$ cat src/verilog/xcvr_ctl_params.svh
/*
 * Offsets, field positions, reset values, write masks and counts of the mode, power and
 * clock-out control register group.
 * Assumes inclusion by bare name; holds definitions only.
 */
`ifndef XCVR_CTL_PARAMS_SVH
`define XCVR_CTL_PARAMS_SVH

// ****************************************
// Register offsets (SPI word addresses)
// ****************************************
`define OFS_RF_POWER_STREAM_CONTROL   6'h07
`define OFS_TRANSMIT_AMPLIFIER_ENABLE 6'h08
`define OFS_GPIO_CLOCK_TIMER_CONTROL  6'h09
`define OFS_CLOCK_OUTPUT_TRIM_CONTROL 6'h0a

// ****************************************
// Reset values and writable bits
// ****************************************
`define RST_RF_POWER_STREAM   16'h0800
`define WMASK_RF_POWER_STREAM 16'h9ae3
`define RST_AMPLIFIER         16'h8000
`define WMASK_AMPLIFIER       16'h8000
`define RST_GPIO_CLOCK_TIMER  16'h0020
`define WMASK_GPIO_CLOCK_TIMER 16'h00a7
`define RST_CLOCK_TRIM        16'h7e06
`define WMASK_CLOCK_TRIM      16'hff07

// ****************************************
// Field positions
// ****************************************
`define BIT_TIMER_LOAD        15
`define BIT_ANTENNA_PORT      12
`define BIT_MISO_FLOAT        11
`define BIT_CLKOUT_IN_DOZE    9
`define BIT_TX_FINISH_MASK    7
`define BIT_RX_FINISH_MASK    6
`define BIT_STREAM_SELECT     5
`define BIT_HIBERNATE         1
`define BIT_DOZE              0
`define BIT_AMPLIFIER_ENABLE  15
`define BIT_GPIO_ALT          7
`define BIT_CLKOUT_ENABLE     5
`define RATE_LSB              0
`define TRIM_LSB              8

// ****************************************
// Counts
// ****************************************
`define DOZE_STOP_CYCLES      8'd128
`define RATE_DOZE_FASTEST     3'h4
`define SPI_ADDR_BITS         5'd8
`define SPI_FRAME_BITS        5'd24
`define HALF_DIV1             10'd1
`define HALF_DIV2             10'd1
`define HALF_DIV4             10'd2
`define HALF_DIV8             10'd4
`define HALF_DIV16            10'd8
`define HALF_DIV256           10'd128
`define HALF_DIV488           10'd244
`define HALF_DIV976           10'd488

`endif

$ cat src/verilog/xcvr_ctl_pkg.sv
/*
 * Types shared by the control register group.
 * Assumes the params header for all numeric constants.
 */
package xcvr_ctl_pkg;

	// Gray coded along idle -> address -> data
	typedef enum logic [1:0] {
		SPI_IDLE = 2'b00,
		SPI_ADDR = 2'b01,
		SPI_DATA = 2'b11
	} spi_state_t;

	// Gray coded along normal -> doze -> hibernate
	typedef enum logic [1:0] {
		PWR_NORMAL    = 2'b00,
		PWR_DOZE      = 2'b01,
		PWR_HIBERNATE = 2'b11
	} power_mode_t;

endpackage
$ cat src/verilog/clock_out_divider.sv
/*
 * Reference clock output divider. The output is a flip-flop held low while not running.
 * Assumes clk_sys stands for the crystal reference.
 */
module clock_out_divider import xcvr_ctl_pkg::*; #(
	parameter int CNT_W = 10
) (
	input  wire logic       clk_sys,
	input  wire logic       nrst,
	input  wire logic       run,
	input  wire logic [2:0] rate,
	output logic            clk_out_reg
);
`include "xcvr_ctl_params.svh"

	logic [CNT_W-1:0] count_reg;
	logic [CNT_W-1:0] half;

	function automatic logic [CNT_W-1:0] half_period(input logic [2:0] code);
		case (code)
			3'h0: half_period = `HALF_DIV1;
			3'h1: half_period = `HALF_DIV2;
			3'h2: half_period = `HALF_DIV4;
			3'h3: half_period = `HALF_DIV8;
			3'h4: half_period = `HALF_DIV16;
			3'h5: half_period = `HALF_DIV256;
			3'h6: half_period = `HALF_DIV488;
			default: half_period = `HALF_DIV976;
		endcase
	endfunction

	assign half = half_period(rate);

	always_ff @(posedge clk_sys or negedge nrst) begin
		if (!nrst) begin
			count_reg   <= '0;
			clk_out_reg <= 1'b0;
		end else if (!run) begin
			count_reg   <= '0;
			clk_out_reg <= 1'b0;
		end else if (count_reg + CNT_W'(1) >= half) begin
			// >= so a rate change to a faster code never overruns
			count_reg   <= '0;
			clk_out_reg <= ~clk_out_reg;
		end else begin
			count_reg <= count_reg + CNT_W'(1);
		end
	end

endmodule

$ cat src/verilog/spi_word_port.sv
/*
 * SPI slave framing: one header byte (bit 7 read flag, bits 5-0 address), then a
 * 16-bit word MSB first. Samples on sclk rise, shifts out on sclk fall.
 * Assumes sclk, mosi and ce_n are synchronous to clk_sys and far slower than it.
 */
module spi_word_port import xcvr_ctl_pkg::*; (
	// Clock and reset
	input  wire logic        clk_sys,
	input  wire logic        nrst,
	// Pins
	input  wire logic        ce_n,
	input  wire logic        sclk,
	input  wire logic        mosi,
	output logic             miso_reg,
	// Register side
	output logic [5:0]       addr_reg,
	output logic             addr_pulse_reg,
	input  wire logic [15:0] rd_data,
	output logic             wr_pulse_reg,
	output logic [15:0]      wr_data_reg
);
`include "xcvr_ctl_params.svh"

	spi_state_t  state_reg;
	logic        sclk_reg;
	logic        read_reg;
	logic [4:0]  count_reg;
	logic [15:0] in_shift_reg;
	logic [15:0] out_shift_reg;
	logic        rise;
	logic        fall;
	logic [15:0] in_next;

	assign rise    = sclk & ~sclk_reg;
	assign fall    = ~sclk & sclk_reg;
	assign in_next = {in_shift_reg[14:0], mosi};

	always_ff @(posedge clk_sys or negedge nrst) begin
		if (!nrst) begin
			state_reg      <= SPI_IDLE;
			sclk_reg       <= 1'b0;
			read_reg       <= 1'b0;
			count_reg      <= 5'd0;
			in_shift_reg   <= 16'h0000;
			out_shift_reg  <= 16'h0000;
			miso_reg       <= 1'b0;
			addr_reg       <= 6'h00;
			addr_pulse_reg <= 1'b0;
			wr_pulse_reg   <= 1'b0;
			wr_data_reg    <= 16'h0000;
		end else begin
			sclk_reg       <= sclk;
			addr_pulse_reg <= 1'b0;
			wr_pulse_reg   <= 1'b0;
			if (ce_n) begin
				// Dropping chip select aborts any partial frame
				state_reg     <= SPI_IDLE;
				count_reg     <= 5'd0;
				out_shift_reg <= 16'h0000;
				miso_reg      <= 1'b0;
			end else begin
				if (state_reg == SPI_IDLE)
					state_reg <= SPI_ADDR;
				if (rise && state_reg != SPI_IDLE) begin
					in_shift_reg <= in_next;
					count_reg    <= count_reg + 5'd1;
					if (count_reg + 5'd1 == `SPI_ADDR_BITS) begin
						state_reg      <= SPI_DATA;
						read_reg       <= in_next[7];
						addr_reg       <= in_next[5:0];
						addr_pulse_reg <= 1'b1;
					end
					if (count_reg + 5'd1 == `SPI_FRAME_BITS) begin
						state_reg    <= SPI_ADDR;
						count_reg    <= 5'd0;
						wr_data_reg  <= in_next;
						wr_pulse_reg <= ~read_reg;
					end
				end
				if (addr_pulse_reg && read_reg)
					out_shift_reg <= rd_data;
				else if (fall && state_reg == SPI_DATA) begin
					miso_reg      <= out_shift_reg[15];
					out_shift_reg <= {out_shift_reg[14:0], 1'b0};
				end
			end
		end
	end

endmodule

$ cat src/verilog/transceiver_mode_clockout_regs.sv
/*
 * Mode, power, stream and clock-out control register group reached over SPI.
 * Assumes interrupt status flags are held sticky outside and cleared there by the host;
 * the event timer, GPIO data path and RF front end sit outside and use these outputs.
 */

// What this block does
// RULE1: Control B bit 12 one selects single RF port; zero, default, dual port.
// RULE2: Control B bit 11 one floats serial output when deselected; zero drives low.
// RULE3: Host should clear the serial float bit before entering low power modes.
// RULE4: Clock output stops 128 cycles after doze request unless clock-in-doze set.
// RULE5: In doze the clock output runs at 1 MHz or slower only.
// RULE6: Control B bit 7 gates stream transmit finish onto the interrupt pin.
// RULE7: In stream mode transmit finish replaces the buffer address fault flag.
// RULE8: Control B bit 6 gates stream receive finish onto the interrupt pin.
// RULE9: In stream mode receive finish replaces the arbitration conflict fault flag.
// RULE10: Control B bit 5 selects packet mode at zero, stream mode at one.
// RULE11: Control B bit 1 enters hibernate with time base stopped; clear resumes.
// RULE12: Control B bit 0 enters doze with time base running; clear resumes.
// RULE13: Amplifier register bit 15 enables transmit amplifier, default on; rest reserved.
// RULE14: Control C bit 7 turns GPIO1 and GPIO2 into busy and result status.
// RULE15: Control C bit 5 enables clock output, default on; zero holds it low.
// RULE16: Control C bits 2 to 0 select the event timer base clock prescale.
// RULE17: Clock control bits 2 to 0 pick output divider from the reference.
// RULE18: Clock control bits 15 to 8 hold crystal trim, default 0x7E.
// RULE19: Event timer loads from compare-one only on a zero-to-one load bit write.
// RULE20: Interrupt pin asserts while any enabled flag stays set.
// RULE21: Reserved bits read back defaults and writes to them change nothing.
module transceiver_mode_clockout_regs import xcvr_ctl_pkg::*; (
	// Clock and reset
	input  wire logic        clk_sys,
	input  wire logic        nrst,
	// SPI pins
	input  wire logic        ce_n,
	input  wire logic        sclk,
	input  wire logic        mosi,
	output logic             miso_out,
	output logic             miso_oe,
	// Interrupt sources, sticky outside
	input  wire logic        stream_tx_finish_flag,
	input  wire logic        stream_rx_finish_flag,
	input  wire logic        ram_addr_fault_flag,
	input  wire logic        arb_conflict_fault_flag,
	input  wire logic        other_irq_request,
	// Interrupt pin and status slots
	output logic             irq_n,
	output logic             status_slot_addr,
	output logic             status_slot_arb,
	// GPIO1 and GPIO2 pin drive
	input  wire logic        gpio1_normal_out,
	input  wire logic        gpio1_normal_oe,
	input  wire logic        gpio2_normal_out,
	input  wire logic        gpio2_normal_oe,
	input  wire logic        xcvr_busy,
	input  wire logic        crc_cca_valid,
	output logic             gpio1_out,
	output logic             gpio1_oe,
	output logic             gpio2_out,
	output logic             gpio2_oe,
	// Event timer
	input  wire logic [23:0] timer_compare_one,
	output logic             timer_load_pulse,
	output logic [23:0]      timer_load_value,
	output logic [2:0]       timer_prescale,
	output logic             timer_base_run,
	// RF and power
	output logic             antenna_port_select,
	output logic             amplifier_enable,
	output logic             stream_mode_select,
	output logic             doze_active,
	output logic             hibernate_active,
	// Reference clock
	output logic             clock_out,
	output logic [7:0]       xtal_trim
);
`include "xcvr_ctl_params.svh"

	// ****************************************
	// Declarations
	// ****************************************
	logic [15:0] rf_power_stream_control_reg;
	logic [15:0] transmit_amplifier_enable_reg;
	logic [15:0] gpio_clock_timer_control_reg;
	logic [15:0] clock_output_trim_control_reg;
	logic [5:0]  spi_addr;
	logic        spi_addr_pulse;
	logic        spi_wr_pulse;
	logic [15:0] spi_wr_data;
	logic [15:0] rd_data;
	logic        spi_miso;
	logic [3:0]  reg_sel;
	logic        wr_ctl_b;
	logic [15:0] ctl_b_next;
	power_mode_t power_next;
	logic [7:0]  doze_count_reg;
	logic        clock_run_reg;
	logic [2:0]  rate_reg;
	logic        clock_run_next;
	logic [2:0]  rate_next;
	logic        irq_next;

	// ****************************************
	// Address decode
	// ****************************************
	function automatic logic [3:0] reg_select(input logic [5:0] addr);
		if (addr == `OFS_RF_POWER_STREAM_CONTROL)
			reg_select = 4'b0001;
		else if (addr == `OFS_TRANSMIT_AMPLIFIER_ENABLE)
			reg_select = 4'b0010;
		else if (addr == `OFS_GPIO_CLOCK_TIMER_CONTROL)
			reg_select = 4'b0100;
		else if (addr == `OFS_CLOCK_OUTPUT_TRIM_CONTROL)
			reg_select = 4'b1000;
		else
			reg_select = 4'b0000;
	endfunction

	// Keeps reserved bits at their default whatever is written
	function automatic logic [15:0] merge(input logic [15:0] data, input logic [15:0] wmask,
		input logic [15:0] rstval);
		merge = (data & wmask) | (rstval & ~wmask);
	endfunction

	// ****************************************
	// SPI port
	// ****************************************
	spi_word_port u_spi (
		.clk_sys        (clk_sys),
		.nrst           (nrst),
		.ce_n           (ce_n),
		.sclk           (sclk),
		.mosi           (mosi),
		.miso_reg       (spi_miso),
		.addr_reg       (spi_addr),
		.addr_pulse_reg (spi_addr_pulse),
		.rd_data        (rd_data),
		.wr_pulse_reg   (spi_wr_pulse),
		.wr_data_reg    (spi_wr_data)
	);

	assign miso_out = spi_miso;
	assign reg_sel  = reg_select(spi_addr);

	// Unmapped addresses read as zero
	always_comb begin
		rd_data = 16'h0000;
		case (reg_select(spi_addr))
			4'b0001: rd_data = rf_power_stream_control_reg;
			4'b0010: rd_data = transmit_amplifier_enable_reg;
			4'b0100: rd_data = gpio_clock_timer_control_reg;
			4'b1000: rd_data = clock_output_trim_control_reg;
			default: rd_data = 16'h0000;
		endcase
	end

	// Serial output floats or drives low while deselected
	always_ff @(posedge clk_sys or negedge nrst) begin
		if (!nrst)
			miso_oe <= 1'b0;
		else
			miso_oe <= ~ce_n | ~rf_power_stream_control_reg[`BIT_MISO_FLOAT]; // see RULE2
	end

	// ****************************************
	// Register writes
	// ****************************************
	assign wr_ctl_b   = spi_wr_pulse & reg_sel[0];
	assign ctl_b_next = merge(spi_wr_data, `WMASK_RF_POWER_STREAM, `RST_RF_POWER_STREAM);

	always_ff @(posedge clk_sys or negedge nrst) begin
		if (!nrst)
			rf_power_stream_control_reg <= `RST_RF_POWER_STREAM;
		else if (wr_ctl_b)
			rf_power_stream_control_reg <= ctl_b_next; // see RULE21
	end

	always_ff @(posedge clk_sys or negedge nrst) begin
		if (!nrst)
			transmit_amplifier_enable_reg <= `RST_AMPLIFIER;
		else if (spi_wr_pulse && reg_sel[1])
			transmit_amplifier_enable_reg <= merge(spi_wr_data, `WMASK_AMPLIFIER,
				`RST_AMPLIFIER); // see RULE13
	end

	always_ff @(posedge clk_sys or negedge nrst) begin
		if (!nrst)
			gpio_clock_timer_control_reg <= `RST_GPIO_CLOCK_TIMER;
		else if (spi_wr_pulse && reg_sel[2])
			gpio_clock_timer_control_reg <= merge(spi_wr_data, `WMASK_GPIO_CLOCK_TIMER,
				`RST_GPIO_CLOCK_TIMER); // see RULE21
	end

	always_ff @(posedge clk_sys or negedge nrst) begin
		if (!nrst)
			clock_output_trim_control_reg <= `RST_CLOCK_TRIM;
		else if (spi_wr_pulse && reg_sel[3])
			clock_output_trim_control_reg <= merge(spi_wr_data, `WMASK_CLOCK_TRIM,
				`RST_CLOCK_TRIM); // see RULE21
	end

	// ****************************************
	// Event timer load
	// ****************************************
	// Only the rising write loads, so a held one never reloads
	always_ff @(posedge clk_sys or negedge nrst) begin
		if (!nrst) begin
			timer_load_pulse <= 1'b0;
			timer_load_value <= 24'h000000;
		end else begin
			timer_load_pulse <= wr_ctl_b & ctl_b_next[`BIT_TIMER_LOAD]
				& ~rf_power_stream_control_reg[`BIT_TIMER_LOAD]; // see RULE19
			if (wr_ctl_b && ctl_b_next[`BIT_TIMER_LOAD]
				&& !rf_power_stream_control_reg[`BIT_TIMER_LOAD])
				timer_load_value <= timer_compare_one; // see RULE19
		end
	end

	// ****************************************
	// Power modes
	// ****************************************
	// Hibernate outranks doze; the mode follows the two bits with no other state
	always_comb begin
		if (rf_power_stream_control_reg[`BIT_HIBERNATE])
			power_next = PWR_HIBERNATE; // see RULE11
		else if (rf_power_stream_control_reg[`BIT_DOZE])
			power_next = PWR_DOZE; // see RULE12
		else
			power_next = PWR_NORMAL;
	end

	always_ff @(posedge clk_sys or negedge nrst) begin
		if (!nrst) begin
			doze_active      <= 1'b0;
			hibernate_active <= 1'b0;
			timer_base_run   <= 1'b1;
		end else begin
			doze_active      <= power_next == PWR_DOZE; // see RULE12
			hibernate_active <= power_next == PWR_HIBERNATE; // see RULE11
			timer_base_run   <= power_next != PWR_HIBERNATE; // see RULE11
		end
	end

	// Counts reference cycles from the doze request write
	always_ff @(posedge clk_sys or negedge nrst) begin
		if (!nrst)
			doze_count_reg <= 8'h00;
		else if (!rf_power_stream_control_reg[`BIT_DOZE])
			doze_count_reg <= 8'h00;
		else if (doze_count_reg != `DOZE_STOP_CYCLES)
			doze_count_reg <= doze_count_reg + 8'h01; // see RULE4
	end

	// ****************************************
	// Reference clock output
	// ****************************************
	always_comb begin
		clock_run_next = gpio_clock_timer_control_reg[`BIT_CLKOUT_ENABLE]; // see RULE15
		rate_next      = clock_output_trim_control_reg[`RATE_LSB +: 3]; // see RULE17
		if (power_next == PWR_HIBERNATE)
			clock_run_next = 1'b0;
		if (rf_power_stream_control_reg[`BIT_DOZE]) begin
			if (!rf_power_stream_control_reg[`BIT_CLKOUT_IN_DOZE]
				&& doze_count_reg == `DOZE_STOP_CYCLES)
				clock_run_next = 1'b0; // see RULE4
			// Faster codes are clamped rather than refused
			if (rate_next < `RATE_DOZE_FASTEST)
				rate_next = `RATE_DOZE_FASTEST; // see RULE5
		end
	end

	always_ff @(posedge clk_sys or negedge nrst) begin
		if (!nrst) begin
			clock_run_reg <= 1'b0;
			rate_reg      <= 3'h6;
		end else begin
			clock_run_reg <= clock_run_next;
			rate_reg      <= rate_next;
		end
	end

	clock_out_divider #(
		.CNT_W (10)
	) u_clkdiv (
		.clk_sys     (clk_sys),
		.nrst        (nrst),
		.run         (clock_run_reg),
		.rate        (rate_reg),
		.clk_out_reg (clock_out)
	);

	always_ff @(posedge clk_sys or negedge nrst) begin
		if (!nrst)
			xtal_trim <= 8'h7e;
		else
			xtal_trim <= clock_output_trim_control_reg[`TRIM_LSB +: 8]; // see RULE18
	end

	// ****************************************
	// Interrupt steering
	// ****************************************
	always_comb begin
		irq_next = other_irq_request;
		if (rf_power_stream_control_reg[`BIT_STREAM_SELECT]) begin
			if (stream_tx_finish_flag && rf_power_stream_control_reg[`BIT_TX_FINISH_MASK])
				irq_next = 1'b1; // see RULE6
			if (stream_rx_finish_flag && rf_power_stream_control_reg[`BIT_RX_FINISH_MASK])
				irq_next = 1'b1; // see RULE8
		end
	end

	// Pin follows the held flags as enabled, so it goes high again once the host clears them or their enable bits
	always_ff @(posedge clk_sys or negedge nrst) begin
		if (!nrst)
			irq_n <= 1'b1;
		else
			irq_n <= ~irq_next; // see RULE20
	end

	always_ff @(posedge clk_sys or negedge nrst) begin
		if (!nrst) begin
			status_slot_addr <= 1'b0;
			status_slot_arb  <= 1'b0;
		end else if (rf_power_stream_control_reg[`BIT_STREAM_SELECT]) begin
			status_slot_addr <= stream_tx_finish_flag; // see RULE7
			status_slot_arb  <= stream_rx_finish_flag; // see RULE9
		end else begin
			status_slot_addr <= ram_addr_fault_flag;
			status_slot_arb  <= arb_conflict_fault_flag;
		end
	end

	// ****************************************
	// Mode and pin outputs
	// ****************************************
	always_ff @(posedge clk_sys or negedge nrst) begin
		if (!nrst) begin
			antenna_port_select <= 1'b0;
			amplifier_enable    <= 1'b1;
			stream_mode_select  <= 1'b0;
			timer_prescale      <= 3'h0;
		end else begin
			antenna_port_select <= rf_power_stream_control_reg[`BIT_ANTENNA_PORT]; // see RULE1
			amplifier_enable    <= transmit_amplifier_enable_reg[`BIT_AMPLIFIER_ENABLE]; // see RULE13
			stream_mode_select  <= rf_power_stream_control_reg[`BIT_STREAM_SELECT]; // see RULE10
			timer_prescale      <= gpio_clock_timer_control_reg[2:0]; // see RULE16
		end
	end

	always_ff @(posedge clk_sys or negedge nrst) begin
		if (!nrst) begin
			gpio1_out <= 1'b0;
			gpio1_oe  <= 1'b0;
			gpio2_out <= 1'b0;
			gpio2_oe  <= 1'b0;
		end else if (gpio_clock_timer_control_reg[`BIT_GPIO_ALT]) begin
			gpio1_out <= xcvr_busy; // see RULE14
			gpio1_oe  <= 1'b1;
			gpio2_out <= crc_cca_valid; // see RULE14
			gpio2_oe  <= 1'b1;
		end else begin
			gpio1_out <= gpio1_normal_out;
			gpio1_oe  <= gpio1_normal_oe;
			gpio2_out <= gpio2_normal_out;
			gpio2_oe  <= gpio2_normal_oe;
		end
	end

endmodule

$ cat config.mk
export PLATFORM = sky130hd
export DESIGN_NAME = transceiver_mode_clockout_regs
export DESIGN_NICKNAME = d
export VERILOG_FILES = /design/src/verilog/xcvr_ctl_pkg.sv /design/src/verilog/clock_out_divider.sv /design/src/verilog/spi_word_port.sv /design/src/verilog/transceiver_mode_clockout_regs.sv
export VERILOG_INCLUDE_DIRS = /design/src /design/src/verilog
export SDC_FILE = /design/constraint.sdc
export NUM_CORES = 1
export LEC_CHECK = 0
export BUFFER_PORTS_ARGS = -buffer_cell sky130_fd_sc_hd__buf_2
export CORE_MARGIN = 2
export CORE_UTILIZATION = 47
export CTS_CLUSTER_SIZE = 30
export DETAILED_ROUTE_END_ITERATION = 8
export PLACE_DENSITY = 0.65
export SYNTH_ARGS = -nofsm -noshare
export SYNTH_HDL_FRONTEND = slang
export SYNTH_SLANG_ARGS = --single-unit
$ cat constraint.sdc
create_clock -name clk_sys -period 4.85 [get_ports clk_sys]
set_clock_uncertainty 0.1 [all_clocks]
set_input_delay 0 -clock clk_sys [delete_from_list [all_inputs] [get_ports clk_sys]]
set_output_delay 0 -clock clk_sys [all_outputs]
set_load 0.1 [all_outputs]
==> out/results.txt <==
The flow ran to the end, and the final reports show no timing, DRC or antenna violations. Internal power comes to 2.290 mW. The tools report the power share of the sequential group as 47.0%.

The die outline area was 15280 um2; the number of instances on the worst hold path was 2. The library cell used as clock root buffer is sky130_fd_sc_hd__clkbuf_16. The logs give 0 for the number of antenna diodes and 0 for the number of endpoints with negative hold slack in the final report. The run gives 0.42 ns as the worst-skew pair later-pin latency. The capture point of the worst reg-to-reg path was u_clkdiv.clk_out_reg$_DFFE_PN0P_.

Synthesis handed over a netlist of 496 instances. Max-cap violations in this run came to 0. The post-CTS clock slew at the launch and capture registers of the worst setup and hold paths was 0.06 ns. The initial antenna violation count is 0. The Yosys step of the flow raised 0 warnings.

Detailed placement ended at an HPWL of 8682 um. The maximum number of pins on one net before global-route repair was 122; the flop-to-flop setup slack was 2.21 ns. The worst setup path is launched from a flip-flop. The startpoint-to-endpoint class of the critical path was flip-flop to flip-flop. For the number of H-tree branching levels, the log shows 4.

TritonCTS built the clock tree. The tools report the count of routing violations after the opening detailed-route iteration as 187. The most instantiated flip-flop cell in the synthesis netlist was sky130_fd_sc_hd__dfrtp_1.

The clock network burns 45.5% of the power. The number of sinks driven by the clock tree is 162, and the count of cells along the worst register-to-register path is 8. The setup total negative slack is 0 ns. In this run the remaining antenna-violating nets after routing total 0. From bottom edge to top edge, the die measures 123.6 um.

The part of the cycle the worst path needs is 54.49%. The run gives 92 as the top-level port count. The average cell area after synthesis was 13.56 um2.

STA puts the critical path data required time at 5.06 ns. The analysis attributes to net switching a power of 0.7090 mW. The post-route netlist has 40.28% of its cells at a drive strength greater than 1.

Summing over every cut layer, the via total after detailed routing is 4303. The power density over cell area works out to 358.2 nW/um2. The worst hold path begins at sclk. In this run, synthesis inferred 0 flip-flops with an integrated enable. Counting the buffers created by CTS gives 17. Setup repair after global routing left no endpoint under its margin. The critical path contains buffers and inverters numbering 0 combined. In this run the critical register-to-register path is launched from u_clkdiv.count_reg[0]$_DFF_PN0_.

The overall power of the completed layout is 2.999 mW, and the average wire per standard cell is 15.34 um. The data arrival time at the worst-slack endpoint was 2.85 ns. The initial utilization of the core area, before any placement, comes to 48.26%.

The library cell with the largest summed area after synthesis is sky130_fd_sc_hd__dfrtp_1. The via density per instance came out at 5.197. The min-delay analysis places its worst path in the category primary input to flip-flop. The number of pins with negative max-slew slack in the final report is 0, and the final instance area is 8373 um2.

The final layout contains 689 nets. The kind of cell adding the most delay to the critical path is compound AO/OA/AOI/OAI gates. The quantity of I/O buffers inserted on ports was 91. Derived from the worst setup path, the maximum achievable clock frequency is 378.4 MHz.

The register with the most flip-flops in the layout has 24 of them. In this design, the stage delay of the slowest critical-path cell is 0.43 ns. The global routing usage summed across all routing layers is 17.86%. The worst-margin pin slew works out to 1.039 ns. For this run the aggregate overflow at the end of global routing stands at 0.

In this run the cell area measured after placement is 7361 um2. The run gives 13930 um2 as the placeable core region. The end point of the worst hold path was u_spi.sclk_reg$_DFF_PN0_. Compared with the post-synthesis result, the final layout area differs by 24.50%. The share of synthesized registers carrying an async set or reset came out at 100.0%. Final critical-path required period: 2.643 ns.

The critical path goes through nand3_1 -> or2_2 -> xnor2_1 -> ha_1 -> nand4_1 -> o221a_2 -> o211ai_2 -> mux2_2. The number of global-route vias before repair is 4318, and the post-synthesis cell type count is 52. The critical path depth was 8.

Among all stages on the critical path, the largest delay is contributed by sky130_fd_sc_hd__dfrtp_1. Along the worst path, the maximum fanout reaches 10. For the peak ir drop on the vdd network, the log shows 0.2851 mV. After detailed routing, the number of remaining DRC violations is 0. The die span in x was 123.6 um; the global placer's final weighted congestion was 0.8273. The number of placement rows is 43, and the cell area after synthesis is 6725 um2. The logs give 2 for the maximum clock insertion buffer count and 3.962 nW for the reported leakage power.

The tools report the global-route wire length before repair as 20800 um. The category of the worst setup path capture point was a flip-flop. Counting every net in the synthesized netlist gives 550.

For the setup violation total in the final timing report, the log shows 0. The detailed-routing iteration count for the pre-antenna-repair pass was 4. The proportion of power drawn by combinational gates was 7.5%; the post-synthesis sequential element count was 162.

In this run the tightest slew margin relative to its limit is 30.73%. The share of total power consumed by net switching was 23.64%. By area the synthesized netlist is led by sky130_fd_sc_hd__dfrtp_1 52%, sky130_fd_sc_hd__mux2_2 14%, sky130_fd_sc_hd__dfstp_2 8.6%. The final layout contains routed wiring with a total length of 12710 um.

The share of synthesized area in the top cell type comes to 52.09%. For the proportion of synthesized chip area in sequential cells, the log shows 60.69%.
[cell families after synthesis]
kind of cell	after synthesis	share of synthesized area, %
xor gates and xnor gates	19	2.474
and+or+nand+nor	119	9.879
AOI/OAI and AO/OA	66	6.847
other	1	0.05576
buffers and inverters	24	1.656
DFF	162	60.69
adders and majority gates	14	2.605
muxes	91	15.80
[repair_timing]
item / 4_1_cts / 5_1_grt
resized for setup: 0 / 0
endpoints found under the hold margin: 152 / 0
hold buffers: 40 / 0
buffers inserted: 0 / 0
[per-stage QoR]
stage                     util, %  cells  hold WS [ns]  worst slack [ns]
after floorplan                 -    496       -0.3956             2.390
after global placement      52.82    756       0.01735             2.274
after detailed placement    52.82    756       0.02233             2.216
after CTS                   60.09    828        0.1534             2.206
after global routing        60.09    828        0.1848             1.997
final                       60.09    828        0.1804             2.207
[placed cells by master (no fill, tap or decap), types with 3 or more instances in the layout]
master	synthesis	layout
sky130_fd_sc_hd__nand2_1	32	32
sky130_fd_sc_hd__buf_4	0	3
sky130_fd_sc_hd__nor2b_1	8	8
sky130_fd_sc_hd__and2_1	4	4
sky130_fd_sc_hd__buf_2	5	90
sky130_fd_sc_hd__mux2_2	81	81
sky130_fd_sc_hd__nor2_1	21	21
sky130_fd_sc_hd__dlygate4sd3_1	0	40
sky130_fd_sc_hd__mux2_4	10	10
sky130_fd_sc_hd__clkbuf_16	0	17
sky130_fd_sc_hd__a222oi_1	3	3
sky130_fd_sc_hd__or3b_2	3	3
sky130_fd_sc_hd__inv_1	9	9
sky130_fd_sc_hd__a22oi_1	16	16
sky130_fd_sc_hd__bufinv_16	0	3
sky130_fd_sc_hd__dfrtp_1	140	140
sky130_fd_sc_hd__or2_2	7	7
sky130_fd_sc_hd__a21oi_1	13	13
sky130_fd_sc_hd__dfstp_2	22	22
sky130_fd_sc_hd__nor3_1	3	3
sky130_fd_sc_hd__nand2b_1	5	5
sky130_fd_sc_hd__a22o_1	5	5
sky130_fd_sc_hd__o21ai_0	18	18
sky130_fd_sc_hd__clkinv_2	0	4
sky130_fd_sc_hd__xnor2_1	8	8
sky130_fd_sc_hd__clkinvlp_4	0	3
sky130_fd_sc_hd__nand3_1	15	15
sky130_fd_sc_hd__xor2_1	11	11
sky130_fd_sc_hd__ha_1	14	14
[area by class of cell]
cell class              instances  area (um2)
repair buffers                134       884.6
inverters                      10       37.54
well taps                     180       225.2
clock inverters                13       158.9
flip-flops and latches        162        4081
fillers                      1070        5562
multi-input cells             310        2532
clock buffers                  19       452.9
[per-layer routing]
layer,global-route usage (%),vias to the layer above,share of wire [%]
met5,0,-,0
met4,7.599,0,1.4
met3,4.762,15,4.1
met2,28.64,87,49
met1,22.98,2146,46
li1,-,2055,-
[worst max-delay path by stage]
stage,startpoint,end,slack (ns)
3_3_place_gp,u_clkdiv.count_reg[0]$_DFF_PN0_,u_clkdiv.clk_out_reg$_DFFE_PN0P_,2.27
6_report,u_clkdiv.count_reg[0]$_DFF_PN0_,u_clkdiv.clk_out_reg$_DFFE_PN0P_,2.21
2_1_floorplan,rate_reg[1]$_DFF_PN1_,u_clkdiv.clk_out_reg$_DFFE_PN0P_,2.39
3_5_place_dp,u_clkdiv.count_reg[0]$_DFF_PN0_,u_clkdiv.clk_out_reg$_DFFE_PN0P_,2.22
4_1_cts,u_clkdiv.count_reg[0]$_DFF_PN0_,u_clkdiv.clk_out_reg$_DFFE_PN0P_,2.21
5_1_grt,u_clkdiv.count_reg[2]$_DFF_PN0_,u_clkdiv.clk_out_reg$_DFFE_PN0P_,2.00
[synthesized netlist by cell type (all sizes together), types with 7 or more instances]
library cell  instances
dfstp                22
nor2b                 8
mux2                 91
a22oi                16
dfrtp               140
xor2                 11
nand2                33
inv                   9
o21ai                18
ha                   14
xnor2                 8
buf                   7
nand3                16
clkbuf                7
nor2                 22
a21oi                13
or2                   7
[power groups by stage]
stage	Clock (mW)	Sequential, mW	Combinational (mW)
5_1_grt	1.45	1.41	0.243
4_1_cts	1.40	1.41	0.229
3_5_place_dp	0	1.43	0.204
6_report	1.36	1.41	0.226
2_1_floorplan	0	1.52	0.0412
3_3_place_gp	0	1.43	0.201
Note: power is estimated with default switching activity, not from simulation.
